<file path="src/rtl/bgc_pkg.sv">
// constants and types for the battery gauge command map
package bgc_pkg;
   localparam logic [6:0] BGC_TARGET_ADDR = 7'h55;
   localparam logic [7:0] BGC_CODE_CONTROL = 8'h00;
   localparam logic [7:0] BGC_CODE_LOAD_RATE = 8'h02;
   localparam logic [7:0] BGC_CODE_LOAD_RUNTIME = 8'h04;
   localparam logic [7:0] BGC_CODE_TEMPERATURE = 8'h06;
   localparam logic [7:0] BGC_CODE_VOLTAGE = 8'h08;
   localparam logic [7:0] BGC_CODE_FLAGS = 8'h0a;
   localparam logic [7:0] BGC_CODE_UNC_REMAIN = 8'h0c;
   localparam logic [7:0] BGC_CODE_UNC_FULL = 8'h0e;
   localparam logic [7:0] BGC_CODE_COMP_REMAIN = 8'h10;
   localparam logic [7:0] BGC_CODE_COMP_FULL = 8'h12;
   localparam logic [7:0] BGC_CODE_MEAN_CUR = 8'h14;
   localparam logic [7:0] BGC_CODE_RUNTIME = 8'h16;
   localparam logic [7:0] BGC_CODE_IDLE_CUR = 8'h18;
   localparam logic [7:0] BGC_CODE_IDLE_RUNTIME = 8'h1a;
   localparam logic [7:0] BGC_CODE_HEALTH = 8'h1c;
   localparam logic [7:0] BGC_CODE_CYCLES = 8'h1e;
   localparam logic [7:0] BGC_CODE_CHARGE_PCT = 8'h20;
   localparam logic [7:0] BGC_CODE_MOM_CUR = 8'h22;
   localparam logic [7:0] BGC_CODE_DIE_TEMP = 8'h28;
   localparam logic [7:0] BGC_CODE_IMP_SCALE = 8'h2a;
   localparam logic [7:0] BGC_CODE_SETUP = 8'h2c;
   localparam logic [7:0] BGC_CODE_RATED_CAP = 8'h2e;
   localparam logic [7:0] BGC_CODE_READ_MAX = 8'h6b;
   localparam logic [15:0] BGC_RST_WORD = 16'h0000;
   localparam logic [3:0] BGC_BIT_LAST = 4'h7;
   localparam logic [1:0] BGC_TSRC_EXT = 2'h0;
   localparam logic [1:0] BGC_TSRC_DIE = 2'h1;
   localparam logic [1:0] BGC_TSRC_HOST = 2'h2;
   typedef enum logic [2:0] {
      BGC_PM_NORMAL, BGC_PM_LIGHT_SLEEP, BGC_PM_SLEEP, BGC_PM_HIBERNATE,
      BGC_PM_INSERTION_CHECK
   } bgc_pmode_e;
   typedef enum logic [2:0] {
      BGC_ST_IDLE, BGC_ST_RX, BGC_ST_ACK, BGC_ST_TX, BGC_ST_MACK, BGC_ST_NACK
   } bgc_state_e;
endpackage

</file>
<file path="src/rtl/bgc_gauge_map.sv">
// i2c target and standard command map of the battery gauge
`timescale 1ns/10ps
// Overview of operation
// - each command is a 16-bit value on byte code pair 0x00 to 0x2f.
// - control pair 0x00/0x01 is writable in every access mode.
// - temperature writable even sealed; codes from 0x04 otherwise read-only.
// - voltage at 0x08/0x09 is read-only millivolts.
// - five power modes, moved by wake, idle, deep idle and cell-absent events.
// - temperature from thermistor, die sensor or host-written value.
// - nonvolatile locations closed to direct access in the field.
// - command pointer advances on every acknowledged data byte.
// - command byte selecting read above 0x6b is not acknowledged.
// - data byte written to a read-only code is not acknowledged.
module bgc_gauge_map
   import bgc_pkg::*;
(
   input wire logic i_sys_clk,
   input wire logic i_rst,
   input wire logic i_scl,
   input wire logic i_sda,
   output logic o_sda_out,
   output logic o_sda_oe,
   input wire logic [1:0] i_temp_source,
   input wire logic [15:0] i_ext_temperature,
   input wire logic [15:0] i_die_temperature,
   input wire logic [15:0] i_cell_voltage,
   input wire logic [15:0] i_flags,
   input wire logic [15:0] i_unc_remaining,
   input wire logic [15:0] i_unc_full,
   input wire logic [15:0] i_comp_remaining,
   input wire logic [15:0] i_comp_full,
   input wire logic [15:0] i_mean_current,
   input wire logic [15:0] i_runtime,
   input wire logic [15:0] i_idle_current,
   input wire logic [15:0] i_idle_runtime,
   input wire logic [15:0] i_health,
   input wire logic [15:0] i_cycles,
   input wire logic [15:0] i_charge_pct,
   input wire logic [15:0] i_mom_current,
   input wire logic [15:0] i_imp_scale,
   input wire logic [15:0] i_setup,
   input wire logic [15:0] i_rated_cap,
   input wire logic [15:0] i_load_runtime,
   input wire logic i_wake_event,
   input wire logic i_idle_event,
   input wire logic i_deep_idle_event,
   input wire logic i_cell_absent,
   output logic [15:0] o_control_subcommand,
   output logic o_control_strobe,
   output logic [15:0] o_load_rate,
   output logic [15:0] o_cell_temperature,
   output logic [2:0] o_power_mode
);
   // ------------------------------------------------------------
   // bus edge detection
   // ------------------------------------------------------------
   logic scl_q, sda_q;
   wire scl_rise = i_scl && !scl_q;
   wire scl_fall = !i_scl && scl_q;
   wire start_cond = scl_q && i_scl && sda_q && !i_sda;
   wire stop_cond = scl_q && i_scl && !sda_q && i_sda;

   always_ff @(posedge i_sys_clk or posedge i_rst) begin
      if (i_rst) begin
         scl_q <= 1'b1;
         sda_q <= 1'b1;
      end else begin
         scl_q <= i_scl;
         sda_q <= i_sda;
      end
   end

   // ------------------------------------------------------------
   // transfer state
   // ------------------------------------------------------------
   bgc_state_e state, next_state;
   logic [7:0] shreg;
   logic [3:0] bitcnt;
   logic [1:0] byte_idx;   // 0 address, 1 command code, 2+ data
   logic is_read;
   logic [7:0] ptr;
   logic [15:0] host_temp;
   logic [7:0] ctl_low;
   bgc_pmode_e pmode;

   wire [7:0] rx_byte = {shreg[6:0], i_sda};
   wire last_bit = (bitcnt == BGC_BIT_LAST);
   wire addr_hit = (rx_byte[7:1] == BGC_TARGET_ADDR);
   wire code_bad = (rx_byte > BGC_CODE_READ_MAX);
   // only control, load rate and temperature are writable, sealed or not
   wire ptr_writable = (ptr[7:2] == 6'h00) ||
                       (ptr[7:1] == BGC_CODE_TEMPERATURE[7:1]);

   // ------------------------------------------------------------
   // read data selection
   // ------------------------------------------------------------
   wire [15:0] temp_sel = (i_temp_source == BGC_TSRC_EXT) ? i_ext_temperature :
                          (i_temp_source == BGC_TSRC_DIE) ? i_die_temperature :
                          host_temp;
   logic [15:0] rd_word;
   always_comb begin
      rd_word = BGC_RST_WORD;
      case ({ptr[7:1], 1'b0})
         BGC_CODE_CONTROL: rd_word = o_control_subcommand;
         BGC_CODE_LOAD_RATE: rd_word = o_load_rate;
         BGC_CODE_LOAD_RUNTIME: rd_word = i_load_runtime;
         BGC_CODE_TEMPERATURE: rd_word = temp_sel;
         BGC_CODE_VOLTAGE: rd_word = i_cell_voltage;
         BGC_CODE_FLAGS: rd_word = i_flags;
         BGC_CODE_UNC_REMAIN: rd_word = i_unc_remaining;
         BGC_CODE_UNC_FULL: rd_word = i_unc_full;
         BGC_CODE_COMP_REMAIN: rd_word = i_comp_remaining;
         BGC_CODE_COMP_FULL: rd_word = i_comp_full;
         BGC_CODE_MEAN_CUR: rd_word = i_mean_current;
         BGC_CODE_RUNTIME: rd_word = i_runtime;
         BGC_CODE_IDLE_CUR: rd_word = i_idle_current;
         BGC_CODE_IDLE_RUNTIME: rd_word = i_idle_runtime;
         BGC_CODE_HEALTH: rd_word = i_health;
         BGC_CODE_CYCLES: rd_word = i_cycles;
         BGC_CODE_CHARGE_PCT: rd_word = i_charge_pct;
         BGC_CODE_MOM_CUR: rd_word = i_mom_current;
         BGC_CODE_DIE_TEMP: rd_word = i_die_temperature;
         BGC_CODE_IMP_SCALE: rd_word = i_imp_scale;
         BGC_CODE_SETUP: rd_word = i_setup;
         BGC_CODE_RATED_CAP: rd_word = i_rated_cap;
         // nonvolatile storage is not reachable through this map
         default: rd_word = BGC_RST_WORD;
      endcase
   end
   wire [7:0] rd_byte = ptr[0] ? rd_word[15:8] : rd_word[7:0];

   // ------------------------------------------------------------
   // protocol sequencing
   // ------------------------------------------------------------
   wire rx_done = (state == BGC_ST_RX) && scl_rise && last_bit;
   wire addr_phase = (byte_idx == 2'd0);
   wire code_phase = (byte_idx == 2'd1);
   wire wr_data_ok = rx_done && !addr_phase && !code_phase && ptr_writable;
   wire mack_seen = (state == BGC_ST_MACK) && scl_rise && !i_sda;

   always_comb begin
      next_state = state;
      unique case (state)
         BGC_ST_IDLE: next_state = state;
         BGC_ST_RX: begin
            if (rx_done) begin
               if (addr_phase)
                  next_state = addr_hit ? BGC_ST_ACK : BGC_ST_IDLE;
               else if (code_phase)
                  next_state = code_bad ? BGC_ST_NACK : BGC_ST_ACK;
               else
                  next_state = ptr_writable ? BGC_ST_ACK : BGC_ST_NACK;
            end
         end
         BGC_ST_ACK: begin
            if (scl_fall && bitcnt == 4'h1)
               next_state = is_read ? BGC_ST_TX : BGC_ST_RX;
         end
         BGC_ST_TX: begin
            if (scl_fall && last_bit)
               next_state = BGC_ST_MACK;
         end
         // host ack taken on the rise; next byte starts at the fall after it
         BGC_ST_MACK: begin
            if (scl_rise && i_sda)
               next_state = BGC_ST_IDLE;
            else if (scl_fall)
               next_state = BGC_ST_TX;
         end
         BGC_ST_NACK: begin
            if (scl_fall && bitcnt == 4'h1)
               next_state = BGC_ST_IDLE;
         end
      endcase
      if (start_cond)
         next_state = BGC_ST_RX;
      else if (stop_cond)
         next_state = BGC_ST_IDLE;
   end

   always_ff @(posedge i_sys_clk or posedge i_rst) begin
      if (i_rst) begin
         state <= BGC_ST_IDLE;
         shreg <= 8'h00;
         bitcnt <= 4'h0;
         byte_idx <= 2'd0;
         is_read <= 1'b0;
         ptr <= 8'h00;
      end else begin
         state <= next_state;
         if (start_cond) begin
            bitcnt <= 4'h0;
            byte_idx <= 2'd0;
         end else if (state == BGC_ST_RX && scl_rise) begin
            shreg <= rx_byte;
            bitcnt <= last_bit ? 4'h0 : bitcnt + 4'h1;
            if (last_bit && addr_phase)
               is_read <= rx_byte[0];
            if (last_bit && code_phase)
               ptr <= rx_byte;
            if (last_bit && byte_idx != 2'd2)
               byte_idx <= byte_idx + 2'd1;
         end else if ((state == BGC_ST_ACK || state == BGC_ST_NACK) && scl_rise) begin
            bitcnt <= 4'h1;
            if (is_read && addr_phase == 1'b0)
               byte_idx <= 2'd2;
         end else if (state == BGC_ST_TX && scl_fall) begin
            bitcnt <= last_bit ? 4'h0 : bitcnt + 4'h1;
         end else if ((state == BGC_ST_ACK || state == BGC_ST_NACK) && scl_fall) begin
            bitcnt <= 4'h0;
         end
         // pointer steps on our ack of written data or host ack of read data
         if ((wr_data_ok) || mack_seen)
            ptr <= ptr + 8'h01;
      end
   end

   // target drives low for ack and for zero data bits; released otherwise
   // bit launched at a fall is the one after those already sent
   wire [3:0] tx_idx = (state == BGC_ST_TX) ? bitcnt + 4'h1 : 4'h0;
   wire tx_bit = rd_byte[3'(BGC_BIT_LAST - tx_idx)];
   always_ff @(posedge i_sys_clk or posedge i_rst) begin
      if (i_rst) begin
         o_sda_oe <= 1'b0;
      end else if (scl_fall || start_cond || stop_cond) begin
         o_sda_oe <= (next_state == BGC_ST_ACK) ||
                     (next_state == BGC_ST_TX && !tx_bit);
      end
   end
   assign o_sda_out = 1'b0;

   // ------------------------------------------------------------
   // writable locations
   // ------------------------------------------------------------
   always_ff @(posedge i_sys_clk or posedge i_rst) begin
      if (i_rst) begin
         o_control_subcommand <= BGC_RST_WORD;
         o_load_rate <= BGC_RST_WORD;
         host_temp <= BGC_RST_WORD;
         ctl_low <= 8'h00;
         o_control_strobe <= 1'b0;
      end else begin
         o_control_strobe <= 1'b0;
         if (wr_data_ok) begin
            unique case (ptr[2:0])
               3'd0: ctl_low <= rx_byte;
               3'd1: begin
                  o_control_subcommand <= {rx_byte, ctl_low};
                  o_control_strobe <= 1'b1;
               end
               3'd2: o_load_rate[7:0] <= rx_byte;
               3'd3: o_load_rate[15:8] <= rx_byte;
               3'd6: host_temp[7:0] <= rx_byte;
               3'd7: host_temp[15:8] <= rx_byte;
               default: ctl_low <= ctl_low;
            endcase
         end
      end
   end
   assign o_cell_temperature = temp_sel;

   // ------------------------------------------------------------
   // power modes
   // ------------------------------------------------------------
   always_ff @(posedge i_sys_clk or posedge i_rst) begin
      if (i_rst) begin
         pmode <= BGC_PM_NORMAL;
      end else if (i_cell_absent) begin
         pmode <= BGC_PM_INSERTION_CHECK;
      end else if (i_wake_event) begin
         pmode <= BGC_PM_NORMAL;
      end else if (i_deep_idle_event) begin
         pmode <= BGC_PM_HIBERNATE;
      end else if (i_idle_event) begin
         pmode <= (pmode == BGC_PM_NORMAL) ? BGC_PM_LIGHT_SLEEP : BGC_PM_SLEEP;
      end else if (pmode == BGC_PM_INSERTION_CHECK) begin
         pmode <= BGC_PM_NORMAL;
      end
   end
   assign o_power_mode = pmode;

   // ------------------------------------------------------------
   // checks
   // ------------------------------------------------------------
   a_bad_code_nack: assert property (@(posedge i_sys_clk) disable iff (i_rst)
      (state == BGC_ST_RX && rx_done && code_phase && code_bad && !start_cond && !stop_cond)
      |=> state == BGC_ST_NACK) else $error("high read code acknowledged");
   a_ro_write_nack: assert property (@(posedge i_sys_clk) disable iff (i_rst)
      (rx_done && !addr_phase && !code_phase && !ptr_writable && !start_cond && !stop_cond)
      |=> state == BGC_ST_NACK) else $error("read-only write acknowledged");
   a_ptr_advance: assert property (@(posedge i_sys_clk) disable iff (i_rst)
      mack_seen |=> ptr == $past(ptr) + 8'h01) else $error("pointer did not step");
   a_ctl_write: assert property (@(posedge i_sys_clk) disable iff (i_rst)
      (wr_data_ok && ptr == 8'h01) |=> o_control_strobe &&
      o_control_subcommand[15:8] == $past(rx_byte)) else $error("control not written");
   a_volt_readonly: assert property (@(posedge i_sys_clk) disable iff (i_rst)
      (ptr[7:1] == 7'h04) |-> !ptr_writable) else $error("voltage writable");
   a_addr_ignore: assert property (@(posedge i_sys_clk) disable iff (i_rst)
      (rx_done && addr_phase && !addr_hit && !start_cond && !stop_cond)
      |=> state == BGC_ST_IDLE) else $error("foreign address taken");
   a_host_temp: assert property (@(posedge i_sys_clk) disable iff (i_rst)
      (wr_data_ok && ptr == 8'h06) ##1 (i_temp_source == BGC_TSRC_HOST)
      |-> o_cell_temperature[7:0] == $past(rx_byte)) else $error("temp write lost");
   a_insert_mode: assert property (@(posedge i_sys_clk) disable iff (i_rst)
      i_cell_absent |=> o_power_mode == BGC_PM_INSERTION_CHECK)
      else $error("insertion check missed");
endmodule

</file>
<file path="config.mk">
export PLATFORM = sky130hd
export DESIGN_NAME = bgc_gauge_map
export DESIGN_NICKNAME = d
export VERILOG_FILES = /design/src/rtl/bgc_pkg.sv /design/src/rtl/bgc_gauge_map.sv
export SDC_FILE = /design/constraint.sdc
export NUM_CORES = 1
export LEC_CHECK = 0
export BUFFER_PORTS_ARGS = -buffer_cell sky130_fd_sc_hd__buf_2
export CAP_MARGIN = 20
export CORE_AREA = 2 2 149 151
export CTS_BUF_LIST = sky130_fd_sc_hd__clkbuf_4 sky130_fd_sc_hd__clkbuf_8
export DETAILED_ROUTE_END_ITERATION = 8
export DIE_AREA = 0 0 151 153
export PLACE_DENSITY = 0.69
export SKIP_LAST_GASP = 1
export SYNTH_ARGS = -nofsm -noshare
export SYNTH_HDL_FRONTEND = slang
export SYNTH_SLANG_ARGS = --single-unit
</file>
<file path="constraint.sdc">
create_clock -name i_sys_clk -period 2.5 [get_ports i_sys_clk]
set_clock_uncertainty 0.15 [all_clocks]
set_input_delay 0.125 -clock i_sys_clk [delete_from_list [all_inputs] [get_ports i_sys_clk]]
set_output_delay 0.125 -clock i_sys_clk [all_outputs]
set_load 0.02 [all_outputs]
</file>
[Word-level counts from Yosys, hierarchy flattened]
Cells that the tools add are included.
Storage, ports and cells
  bits in registers: 88
Operators by class
  eq/ne operators: 42
  reductions and logical operators: 61
  $lt $le $gt $ge: 2
  add/sub/neg operators: 4
  mux-type cells: 45
  bitwise gates (word level): 2
Operators by type and width (number)
  $pmux W16 S22: 1
  $eq A7 B4 Y1 const B: 8
  $mux W3: 18
  $eq A7 B5 Y1 const B: 6
  $mux W8: 5
  $mux W16: 2
  $eq A7 B3 Y1 const B: 4
  $logic_and A1 B1 Y1: 25
  $mux W4: 6
  $eq A3 B2 Y1 const B: 6
  $pmux W3 S6: 1
  $mux W2: 8
  $eq A3 B3 Y1 const B: 5
  $eq A7 B2 Y1 const B: 2
  $reduce_and A2 Y1: 7
  $reduce_bool A5 Y1: 2
  $logic_not A3 Y1: 3
  $reduce_and A3 Y1: 3
  $add A8 B1 Y8 const B: 1
  $gt A8 B7 Y1 const B: 1
  $eq A7 B1 Y1 const B: 1
  $eq A7 B7 Y1 const B: 1
  $logic_not A1 Y1: 7
  $logic_not A7 Y1: 1
  other kinds (19): 32

[Logic depth before layout (Yosys ltp)]
Gate-level depths: netlist of run 1.
  depth after elaboration: 12
  mapped depth: 11
  gate-level depth less buffers: 9

[Worst setup path before layout of run 1]
No wires, ideal clock.
  kind: register -> register
  start: register bitcnt[0]
  end: register o_control_subcommand[0]
  library setup time: 0.128 ns
  path slack: 0.065 ns
  stages on the path, launching flop included: 9
  arrival: 2.158 ns
  cell sequence: dfrtp_1 -> ha_1 -> nand3b_1 -> nor4_2 -> nand4_2 -> nor2_2 -> nand2_2 -> buf_2 -> mux2_1
On the way
  longest elaborated chain between the ends: 6
RTL lines
  from (decl): line bgc_gauge_map.sv:78  | logic [3:0] bitcnt;
  from (signal assigned): line bgc_gauge_map.sv:196  | bitcnt <= last_bit ? 4'h0 : bitcnt + 4'h1;
  from (signal assigned): line bgc_gauge_map.sv:208  | bitcnt <= last_bit ? 4'h0 : bitcnt + 4'h1;
  $eq A4 B3 Y1: line bgc_gauge_map.sv:87  | wire last_bit = (bitcnt == BGC_BIT_LAST);
  $logic_and A1 B1 Y1: line bgc_gauge_map.sv:135  | wire rx_done = (state == BGC_ST_RX) && scl_rise && last_bit;
  $logic_and A1 B1 Y1 (3 in series): line bgc_gauge_map.sv:138  | wire wr_data_ok = rx_done && !addr_phase && !code_phase && ptr_writable;
  $reduce_and A2 Y1 (no source line)
  to (signal assigned): line bgc_gauge_map.sv:248  | o_control_subcommand <= {rx_byte, ctl_low};
  to (decl): line bgc_gauge_map.sv:48  | output logic [15:0] o_control_subcommand,
No other way between the ends.
A chain may end at the register's enable or synchronous reset.

[Final worst setup path of run 1]
  start: register ptr[5]
  end: register o_sda_oe
On the way
  longest elaborated chain between the ends: 12
RTL lines
  from (decl): line bgc_gauge_map.sv:81  | logic [7:0] ptr;
  from (signal assigned): line bgc_gauge_map.sv:200  | ptr <= rx_byte;
  from (signal assigned): line bgc_gauge_map.sv:214  | ptr <= ptr + 8'h01;
  $eq A7 B2 Y1 / $logic_not A6 Y1 (equally long branches): line bgc_gauge_map.sv:92, bgc_gauge_map.sv:103, bgc_gauge_map.sv:91
  $logic_or A1 B1 Y1: line bgc_gauge_map.sv:91  | wire ptr_writable = (ptr[7:2] == 6'h00) ||
  $mux W3: line bgc_gauge_map.sv:152  | next_state = ptr_writable ? BGC_ST_ACK : BGC_ST_NACK;
  $mux W3: line bgc_gauge_map.sv:149  | else if (code_phase)
  $mux W3: line bgc_gauge_map.sv:147  | if (addr_phase)
  $mux W3: line bgc_gauge_map.sv:146  | if (rx_done) begin
  $pmux W3 S6: line bgc_gauge_map.sv:143  | unique case (state)
  $mux W3: line bgc_gauge_map.sv:177  | else if (stop_cond)
  $mux W3: line bgc_gauge_map.sv:175  | if (start_cond)
  $eq A3 B2 Y1: line bgc_gauge_map.sv:227  | (next_state == BGC_ST_TX && !tx_bit);
  $logic_and A1 B1 Y1: line bgc_gauge_map.sv:227
  $logic_or A1 B1 Y1 (*): line bgc_gauge_map.sv:226  | o_sda_oe <= (next_state == BGC_ST_ACK) ||
  to (signal assigned): line bgc_gauge_map.sv:226
  to (decl): line bgc_gauge_map.sv:22  | output logic o_sda_oe,
Mark *: on every way between the ends. The rest lies on a longest branch, timed or not. The select of a mux whose other input is x is not followed.

==> impl_metrics.yaml, run 1 <==
run_status:
  status: "finished with violations"
  violations: "negative setup slack"
timing:
  drv_slew: 0
  min_period_over_period_pct: 111
  max_freq_mhz: 361
  tightestPinTransition_ns: 0.729
  rsz0062_at_grt: "true"
  slew_headroom_pct: 50.9
  setup_ws_ns: -0.271
  finalCriticalPeriod_ns: 2.77
  hold_viol_final: 0
  setup_viol: 51
critical_path:
  cp_common_cell: "buf_4"
  cp_cell_sequence: "buf_12, buf_4, nand2_1, buf_4, o32ai_1, buf_4, a21oi_1, o311a_1, o41ai_2, a31oi_1"
  cp_slowest_cell: "dfrtp_2"
  critPathKind: "reg2reg"
  worstSetupEndpointType: "flip-flop"
  required_ns: 2.60
  worst_setup_path_start_kind: "flip-flop"
  critical_path_arrival_ns: 2.88
  crit_fanout: 15
  max_stage_delay_ns: 0.45
job:
  cap_violations: 0
floorplan:
  ioPinCount: 384
  die_w_um: 151
  fp.dieH_um: 153
  die-area_um2: 23100
  rows: 54
  core_area_um2: 21500
  start_util_pct: 35.7
clock_tree:
  htreeDepth: 3
  cts_buffers: 9
  clock-root-buffer: "clkbuf_8"
  insertion_delay_ns: 0.38
  clk_pin_slew_ns: 0.10
  cts_tree: "done"
  clock_sinks: 88
  cts_buffer_depth: 2
grt:
  grt_pass1_vias: 10200
  grt_antenna_before_repair: 6
  grt_pass1_wl_um: 63800
  grt-ovfl-total: 0
  grt_usage_pct: 37.7
  grt_max_degree: 89
placement:
  routabilityCongestion: 1.02
  pre_cts_ws_ns: -0.352
  io_buffers: 382
  dp_cells: 1649
  place_hpwl_um: 36900
route:
  wl_met3_um: 4450
  drt-met1-wl_um: 18300
  drtPass1Iterations: 5
  routed_wl_um: 46200
  wl_met2_um: 21300
  drc: 0
  drtIter0Drc: 971
  dr_total_vias: 10200
  dr.max_layer_used: "met4"
  drt-vias-per-instance: 5.95
  wire_per_inst_um: 26.8
  ant_nets: 0
yosys:
  avgSynthCellArea_um2: 8.84
  syn-cell-area_um2: 7660
  syn_inst: 867
  ys_warn_count: 0
  synth.distinct_cells: 85
  ys_seq_area_share_pct: 28.8
  synthArstFlopShare_pct: 100
  synthFlopType: "dfrtp_1"
  ys_ff_latch: 88
  syn_nets: 1208
  synth_edf_count: 0
final_layout:
  areaGrowthSynthToFinish_pct: 63.4
  layout-drive-gt1-share_pct: 55.8
  nFillCells: 1996
  final_cells: 1723
  nets: 1772
  postLayoutCoreUtil_pct: 58.3
pwr:
  ir_drop_mv: 0.372
  p_leak_nw: 6.09
  powerDensity_nw_per_um2: 390
  power_mw: 4.89
worst_hold_path:
  hp-class: "in2async"
-- power breakdown --
part | internal [mW] | switching (mW)
logic | 0.931 | 1.18
clock network | 0.483 | 0.589
registers | 1.54 | 0.165
total | 2.95 | 1.93
-- placed cells by master, fill, tap and decap left out, drive strengths merged, types with 4 or more instances in the layout --
| master | n |
|---|---|
| nand3 | 32 |
| or2 | 4 |
| dlygate4sd3 | 9 |
| a222oi | 8 |
| o31ai | 4 |
| nor2 | 47 |
| inv | 14 |
| a32oi | 10 |
| nand3b | 5 |
| o221ai | 4 |
| dfrtp | 86 |
| o2111ai | 4 |
| and2 | 5 |
| a22o | 8 |
| a31oi | 11 |
| a211oi | 13 |
| mux2 | 79 |
| nand2 | 82 |
| a311oi | 6 |
| o22ai | 8 |
| diode | 7 |
| o21ai | 57 |
| o211ai | 8 |
| nand4 | 10 |
| a32o | 4 |
| mux4 | 7 |
| nor3 | 19 |
| or3 | 5 |
| nand2b | 10 |
| a21oi | 36 |
| nor4b | 7 |
| clkbuf | 12 |
| buf | 621 |
| a221oi | 10 |
| a22oi | 55 |
| ha | 11 |
| nor4 | 10 |
| nor2b | 13 |
| mux2i | 53 |
-- critical path, delay by kind of cell, from the launching register on --
| family | cells | cell delay, ns |
|---|---|---|
| and+or+nand+nor | 1 | 0.28 |
| AOI/OAI and AO/OA | 5 | 0.93 |
| DFF | 1 | 0.45 |
| buffers and inverters | 4 | 0.82 |
-- layer usage --
layer	vias to the layer above	global-route usage, %
met4	0	18.1
met3	119	8.12
li1	4516	-
met2	636	58.8
met1	4976	49.4
met5	-	0
-- metrics by stage --
step | area [um2] | hold slack [ns] | TNS (ns)
detailed placement | 11300 | 0.152 | -3.59
finish | 12500 | 0.236 | -4.33
CTS | 11700 | 0.218 | -1.39
global route | 12500 | 0.266 | -6.41
floorplan | 7670 | -0.0205 | 0
global placement | 11300 | 0.137 | -3.41
-- logic make-up after synthesis --
family          after synthesis  synth area share, %
compound gates              268                 24.4
simple gates                267                 18.7
mux                         139                 20.6
buf+inv                      91                 5.50
flops                        88                 28.8
fa+ha+maj                    11                 1.80
xor+xnor                      2                0.229
other cells                   1               0.0489
-- state kept, by name (all words and copies together) (netlist names) --
| register | cells |
|---|---|
| is_read | 1 |
| shreg | 7 |
| o_control_strobe | 1 |
| o_sda_oe | 1 |
| ptr | 8 |
| o_power_mode | 3 |
| state | 3 |
| scl_q | 1 |
| o_control_subcommand | 16 |
| byte_idx | 2 |
| ctl_low | 8 |
| o_load_rate | 16 |
| host_temp | 16 |
| bitcnt | 4 |
| sda_q | 1 |
-- synthesized netlist by cell type (8+ instances only) --
| master | count | share of area [%] |
|---|---|---|
| dfrtp_1 | 86 | 28 |
| nand2_1 | 81 | 4.0 |
| a22oi_1 | 55 | 5.4 |
| mux2i_1 | 53 | 6.9 |
| o21ai_0 | 53 | 3.5 |
| mux2_2 | 44 | 6.5 |
| nor2_1 | 44 | 2.2 |
| buf_2 | 37 | 2.4 |
| a21oi_1 | 36 | 2.4 |
| mux2_1 | 35 | 5.1 |
| nand3_1 | 31 | 2.0 |
| clkbuf_1 | 30 | 1.5 |
| nor3_1 | 18 | 1.2 |
| a211oi_1 | 13 | 1.3 |
| nor2b_1 | 13 | 1.1 |
| a31oi_1 | 11 | 0.90 |
| ha_1 | 11 | 1.8 |
| a221oi_1 | 10 | 1.1 |
| a32oi_1 | 10 | 1.1 |
| inv_1 | 10 | 0.49 |
| nand2b_1 | 10 | 0.82 |
| nand4_1 | 9 | 0.73 |
| a222oi_1 | 8 | 1.0 |
| a22o_1 | 8 | 0.91 |
| o211ai_1 | 8 | 0.78 |
| o22ai_1 | 8 | 0.65 |
-- repair_timing --
item,CTS,global route
setup buffers,9,35
setup endpoints to repair,60,61
gates resized for setup,22,109
hold buffers,9,0
gates cloned,0,3
hold endpoints to repair,91,0
pin swaps,11,46
-- final timing paths --
kind                            cells after the start  slack [ns]                          to                      from
worst min-delay path                                4        0.24  o_load_rate[4]$_DFFE_PP0P_                     i_rst
min in group i_sys_clk                              8        0.24        o_sda_oe$_DFFE_PP0P_           i_imp_scale[12]
worst max-delay path                               10       -0.27        o_sda_oe$_DFFE_PP0P_        ptr[5]$_DFFE_PP0P_
worst min register to register                      2        0.34    host_temp[5]$_DFFE_PP0P_  host_temp[5]$_DFFE_PP0P_
max in group asynchronous                           4        1.54          ptr[3]$_DFFE_PP0P_                     i_rst
worst max register to register                     10       -0.27        o_sda_oe$_DFFE_PP0P_        ptr[5]$_DFFE_PP0P_
-- cell type report --
cell class,count,area [um2],area share (%)
antenna,7,17.5,0.140
clock inverter,7,85.1,0.679
clock buffer,9,124,0.989
multi-input combinational,688,5540,44.2
inverter,11,45.0,0.360
tap,280,350,2.80
sequential,88,2210,17.7
timing repair buffer,633,4160,33.2
Note: power is estimated with default switching activity, not from simulation.
==> run 2, diff against run 1 <==
--- a/config.mk
+++ b/config.mk
@@ -5,13 +5,14 @@
 export SDC_FILE = /design/constraint.sdc
 export NUM_CORES = 1
 export LEC_CHECK = 0
+export ABC_AREA = 1
 export BUFFER_PORTS_ARGS = -buffer_cell sky130_fd_sc_hd__buf_2
 export CAP_MARGIN = 20
-export CORE_AREA = 2 2 149 151
+export CORE_AREA = 2 2 148 150
 export CTS_BUF_LIST = sky130_fd_sc_hd__clkbuf_4 sky130_fd_sc_hd__clkbuf_8
 export DETAILED_ROUTE_END_ITERATION = 8
-export DIE_AREA = 0 0 151 153
-export PLACE_DENSITY = 0.69
+export DIE_AREA = 0 0 150 152
+export PLACE_DENSITY = 0.68
 export SKIP_LAST_GASP = 1
 export SYNTH_ARGS = -nofsm -noshare
 export SYNTH_HDL_FRONTEND = slang
==> impl_metrics.yaml, run 2 <==
timing:
  tightestPinTransition_ns: 0.702
  hold_viol_final: 0
  min_period_over_period_pct: 98.7
  drv_slew: 0
  hold_slack_ns: 0.0137
  max_freq_mhz: 405
  finalCriticalPeriod_ns: 2.47
  slew_headroom_pct: 53.1
  setup_viol: 0
placement:
  place_hpwl_um: 36700
  dp_cells: 2015
  routabilityCongestion: 1.06
  io_buffers: 382
route:
  dr_total_vias: 11100
  wl_met2_um: 20200
  dr.max_layer_used: "met4"
  wire_per_inst_um: 21.8
  drt-met1-wl_um: 18200
  drt-vias-per-instance: 5.33
  routed_wl_um: 45400
  drc: 0
  wl_met3_um: 5010
  ant_nets: 0
  drtPass1Iterations: 5
  drtIter0Drc: 952
yosys:
  synthArstFlopShare_pct: 100
  syn_inst: 1297
  yosysTopAreaCell: "nand2_1"
  synthFlopType: "dfrtp_1"
  syn_nets: 1638
  ys_warn_count: 0
  synth_common_cells: "nand2_1, nand3_1, nor2_1, dfrtp_1, o21ai_0"
  synth.distinct_cells: 39
  synth_most_common_cell: "nand2_1"
  synth_edf_count: 0
  synth.area.top_cells: "nand2_1, dfrtp_1, nand3_1"
  ys_ff_latch: 88
  avgSynthCellArea_um2: 5.79
  ys_seq_area_share_pct: 29.4
  syn-cell-area_um2: 7500
  yosys.area.top_type_share_pct: 29.4
grt:
  grt_max_degree: 45
  grt_pass1_vias: 10500
  grt_antenna_before_repair: 10
  grt_usage_pct: 37.4
  grt-ovfl-total: 0
  grt_pass1_wl_um: 62900
pwr:
  powerDensity_nw_per_um2: 661
  p_clk_share_pct: 12.2
  combPwrFrac_pct: 63.9
  ir_drop_mv: 0.392
  swShare_pct: 48.6
  p_leak_nw: 6.52
  p_switching_mw: 3.76
  internal-power_mw: 3.97
  power_frac_seq_pct: 23.8
floorplan:
  rows: 54
  die_w_um: 150
  core_area_um2: 21400
  fp.dieH_um: 152
  die-area_um2: 22800
  ioPinCount: 384
  start_util_pct: 35.1
critical_path:
  critical_path_arrival_ns: 2.57
  critPathKind: "reg2reg"
  worst_setup_path_start_kind: "flip-flop"
  worstSetupEndpointType: "flip-flop"
  cp_common_cell: "nand2_1"
  critPathTopFamily: "simple AND/OR/NAND/NOR gates"
  required_ns: 2.60
  crit_fanout: 10
  cp_cell_sequence: "nor2_4, nand2_4, buf_4, nor2_4, buf_6, nand2_1, nand2_1, nor2_1, nand2_1, nor2_2, nand2_1, nand2_1, nand3_1, nand3_2, nand3_2, nand3_2, nand2_1, nand2_1"
  max_stage_delay_ns: 0.42
  cp_slowest_cell: "dfrtp_1"
  path_buf_inv: 2
worst_hold_path:
  hp-class: "in2reg"
clock_tree:
  clk_pin_slew_ns: 0.09
  htreeDepth: 3
  clock-root-buffer: "clkbuf_8"
  cts_buffer_depth: 2
  insertion_delay_ns: 0.37
  clock_sinks: 88
  cts_buffers: 9
  cts_tree: "done"
final_layout:
  final_cells: 2086
  reg_top3: "host_temp (16), o_control_subcommand (16), o_load_rate (16)"
  layout_commonest_cell: "nand2_1"
  nets: 2131
  mostFrequentLayoutCells: "nand2_1, buf_2, nand3_1"
  postLayoutCoreUtil_pct: 54.7
  areaGrowthSynthToFinish_pct: 55.7
  layout-drive-gt1-share_pct: 36.3
run_status:
  status: "finished clean"
job:
  cap_violations: 0
## run 2: layout make-up
cell class | count | area (um2)
tap | 280 | 350
timing repair buffer | 532 | 3490
clock inverter | 5 | 38.8
multi-input combinational | 1090 | 5150
antenna | 11 | 27.5
sequential | 88 | 2210
inverter | 69 | 275
fill | 2257 | 9670
clock buffer | 11 | 145
## run 2: worst paths after layout
check	startpoint	to	slack, ns	depth (start not counted)
max	ptr[6]$_DFFE_PP0P_	o_sda_oe$_DFFE_PP0P_	0.03	18
min	i_idle_event	o_power_mode[0]$_DFFE_PP0P_	0.01	3
max reg2reg	ptr[6]$_DFFE_PP0P_	o_sda_oe$_DFFE_PP0P_	0.03	18
min reg2reg	ctl_low[2]$_DFFE_PP0P_	o_control_subcommand[2]$_DFFE_PP0P_	0.33	2
max in group asynchronous	i_rst	sda_q$_DFF_PP1_	1.20	4
min in group asynchronous	i_rst	o_power_mode[0]$_DFFE_PP0P_	0.26	3
## run 2: cell families after synthesis
| group | synth area share [%] |
|---|---|
| AO/OA/AOI/OAI | 7.84 |
| XOR/XNOR | 0.700 |
| adder cells (fa/ha/maj) | 1.83 |
| buffers and inverters | 7.22 |
| flip-flops | 29.4 |
| other | 0.0500 |
| AND/OR/NAND/NOR | 53.0 |
## run 2: routing by layer
metal / GRT usage, % / up-vias
li1: - / 5191
met1: 48.8 / 5141
met2: 57.9 / 679
met3: 10.2 / 107
met4: 15.9 / 0
met5: 0 / -
## run 2: worst register-to-register path, cell delays in order (launching register included)
cell     delay (ns)
dfrtp_1        0.42
nor2_4         0.22
nand2_4        0.11
buf_4          0.16
nor2_4         0.17
buf_6          0.19
nand2_1        0.07
nand2_1        0.11
nor2_1         0.07
nand2_1        0.08
nor2_2         0.06
nand2_1        0.05
nand2_1        0.05
nand3_1        0.11
nand3_2        0.09
nand3_2        0.09
nand3_2        0.07
nand2_1        0.06
nand2_1        0.05
## run 2: power by group through the flow
stage | sequential, mW | clock (mW) | combinational (mW)
detailed placement | 1.81 | 0 | 3.79
global placement | 1.81 | 0 | 3.81
global route | 1.87 | 1.02 | 5.24
CTS | 1.80 | 0.959 | 3.88
finish | 1.84 | 0.943 | 4.94
floorplan | 1.75 | 0 | 2.06
## run 2: timing repair
action	CTS	global route
hold buffers	8	0
pin swaps	2	38
endpoints found under the hold margin	33	0
gates resized for setup	14	148
cloned	0	9
setup endpoints to repair	1	39
setup buffers	3	25
## run 2: per-stage QoR
| step | setup slack [ns] | cell area [um2] | TNS (ns) | power [mW] |
|---|---|---|---|---|
| 2_1_floorplan | 0.275 | 7510 | 0 | 3.82 |
| 3_3_place_gp | -0.0581 | 10500 | -0.0581 | 5.63 |
| 3_5_place_dp | -0.0551 | 10500 | -0.0551 | 5.60 |
| 4_1_cts | 0.00446 | 10800 | 0 | 6.64 |
| 5_1_grt | -0.0382 | 11700 | -0.122 | 8.13 |
| 6_report | 0.0320 | 11700 | 0 | 7.73 |
==> run 3, diff against run 2 <==
--- a/config.mk
+++ b/config.mk
@@ -12,6 +12,7 @@
 export CTS_BUF_LIST = sky130_fd_sc_hd__clkbuf_4 sky130_fd_sc_hd__clkbuf_8
 export DETAILED_ROUTE_END_ITERATION = 8
 export DIE_AREA = 0 0 150 152
+export GPL_TIMING_DRIVEN = 0
 export PLACE_DENSITY = 0.68
 export SKIP_LAST_GASP = 1
 export SYNTH_ARGS = -nofsm -noshare
==> impl_metrics.yaml, run 3 (synthesis results as in run 2) <==
final_layout:
  nFillCells: 2235
  reg_top3: "host_temp (16), o_control_subcommand (16), o_load_rate (16)"
  register_area_um2: 2210
  nets: 2101
  final_cells: 2056
  mostFrequentLayoutCells: "nand2_1, buf_2, nand3_1"
  layout-drive-gt1-share_pct: 36.1
  multi_input_area_um2: 5300
  layout_commonest_cell: "nand2_1"
  areaGrowthSynthToFinish_pct: 52.7
clock_tree:
  cts_tree: "done"
  clk_pin_slew_ns: 0.09
  clock-root-buffer: "clkbuf_8"
  insertion_delay_ns: 0.38
  cts_buffers: 9
  clock_sinks: 88
  cts_buffer_depth: 2
  htreeDepth: 3
grt:
  grt-ovfl-total: 0
  grt_pass1_wl_um: 64700
  grt_pass1_vias: 10200
  grt_max_degree: 39
  grt_antenna_before_repair: 9
  grt_usage_pct: 38.8
timing:
  finalCriticalPeriod_ns: 2.57
  slew_headroom_pct: 52.0
  hold_viol_final: 0
  max_freq_mhz: 388
  setup_ws_ns: -0.0747
  rsz0062_at_grt: "true"
  fin_tns_setup_ns: -0.0747
  setup_viol: 1
  min_period_over_period_pct: 103
  tightestPinTransition_ns: 0.720
  drv_slew: 0
critical_path:
  required_ns: 2.63
  worst_setup_path_start_kind: "flip-flop"
  crit_fanout: 3
  max_stage_delay_ns: 0.44
  cp_cell_sequence: "nor2_4, buf_6, buf_4, nand3_1, nor2_2, nand2_1, nand4_1, nor2_1, nand2_1, nand2_1, nand3_2, nand3_2, nand3_2, nand3_2, nand2_1, nand2_1"
  worstSetupEndpointType: "flip-flop"
  cp_slowest_cell: "dfrtp_1"
  r2r_end: "o_sda_oe$_DFFE_PP0P_"
  critical_path_arrival_ns: 2.70
  rr_worst_depth: 16
  r2r_start: "ptr[7]$_DFFE_PP0P_"
  r2r_slack_ns: -0.07
  critPathKind: "reg2reg"
  cp_common_cell: "nand2_1"
pwr:
  combPwrFrac_pct: 63.7
  power_frac_seq_pct: 23.3
  power_mw: 7.70
  p_leak_nw: 6.30
  swShare_pct: 51.1
  internal-power_mw: 3.77
  p_clk_share_pct: 13.0
  p_switching_mw: 3.93
  ir_drop_mv: 0.335
  powerDensity_nw_per_um2: 672
floorplan:
  die-area_um2: 22800
  rows: 54
  ioPinCount: 384
  start_util_pct: 35.1
  die_w_um: 150
  fp.dieH_um: 152
  core_area_um2: 21400
route:
  wire_per_inst_um: 22.8
  drtPass1Iterations: 6
  drtIter0Drc: 1331
  drt-vias-per-instance: 5.45
  routed_wl_um: 46900
  drc: 0
  dr_total_vias: 11200
  ant_nets: 0
placement:
  pre_cts_ws_ns: -0.879
  place_hpwl_um: 37000
  io_buffers: 381
  dp_cells: 1960
  routabilityCongestion: 1.07
worst_hold_path:
  hp-class: "in2async"
run_status:
  status: "finished with violations"
  violations: "negative setup slack"
job:
  cap_violations: 0
run 3: cell count changes in the layout (fill, tap and decap cells not counted), sizes merged:
cell / delta
nand2: -1
clkinv: -2
clkbuf: +7
inv: -2
dlygate4sd3: +1
clkinvlp: +2
buf: -35
run 3: area by class of cell:
| type | instances | share of cell area [%] |
|---|---|---|
| Multi-Input combinational cell | 1089 | 46.2 |
| Timing Repair Buffer | 452 | 22.8 |
| Sequential cell | 88 | 19.3 |
| Buffer | 51 | 4.17 |
| Tap cell | 280 | 3.06 |
| Inverter | 69 | 2.48 |
| Clock buffer | 13 | 1.51 |
| Antenna cell | 11 | 0.240 |
| Clock inverter | 3 | 0.207 |
run 3: per-layer routing:
| layer | up-vias | GRT usage [%] | share of wire [%] |
|---|---|---|---|
| li1 | 5123 | - | - |
| met1 | 5166 | 51.9 | 39 |
| met2 | 764 | 60.4 | 45 |
| met3 | 155 | 6.70 | 10 |
| met4 | 0 | 19.2 | 5.7 |
| met5 | - | 0 | 0 |
run 3: repair_timing:
item / 4_1_cts / 5_1_grt
setup endpoints to repair: 66 / 66
buffers inserted: 29 / 26
hold buffers: 9 / 0
cloned: 1 / 5
gates resized for setup: 125 / 117
hold endpoints to repair: 31 / 0
pin swaps: 25 / 38
run 3: power by group through the flow:
stage | Clock [mW] | Sequential, mW | Combinational, mW
6_report | 1.00 | 1.80 | 4.90
5_1_grt | 1.07 | 1.82 | 5.18
3_3_place_gp | 0 | 1.79 | 3.40
2_1_floorplan | 0 | 1.75 | 2.06
4_1_cts | 1.00 | 1.79 | 4.10
3_5_place_dp | 0 | 1.79 | 3.41
run 3: through the flow:
step	utilization [%]	instance area [um2]	hold WS [ns]
floorplan	-	7510	-0.0205
global placement	45.7	9760	0.104
detailed placement	45.9	9800	0.0694
CTS	50.5	10800	0.204
global route	53.6	11500	0.237
finish	53.7	11500	0.193
run 3: worst max path at each step:
stage                                       to                   from
after floorplan             ptr[2]$_DFFE_PP0P_  bitcnt[0]$_DFFE_PP0P_
after global placement    o_sda_oe$_DFFE_PP0P_     ptr[1]$_DFFE_PP0P_
after detailed placement  o_sda_oe$_DFFE_PP0P_     ptr[1]$_DFFE_PP0P_
after CTS                 o_sda_oe$_DFFE_PP0P_     ptr[6]$_DFFE_PP0P_
after global routing      o_sda_oe$_DFFE_PP0P_     ptr[2]$_DFFE_PP0P_
final                     o_sda_oe$_DFFE_PP0P_     ptr[7]$_DFFE_PP0P_
run 3: critical path, delay by kind of cell, from the launching register on:
kind | cells | cell delay [ns]
simple gates | 14 | 1.61
flops | 1 | 0.44
buf+inv | 2 | 0.25
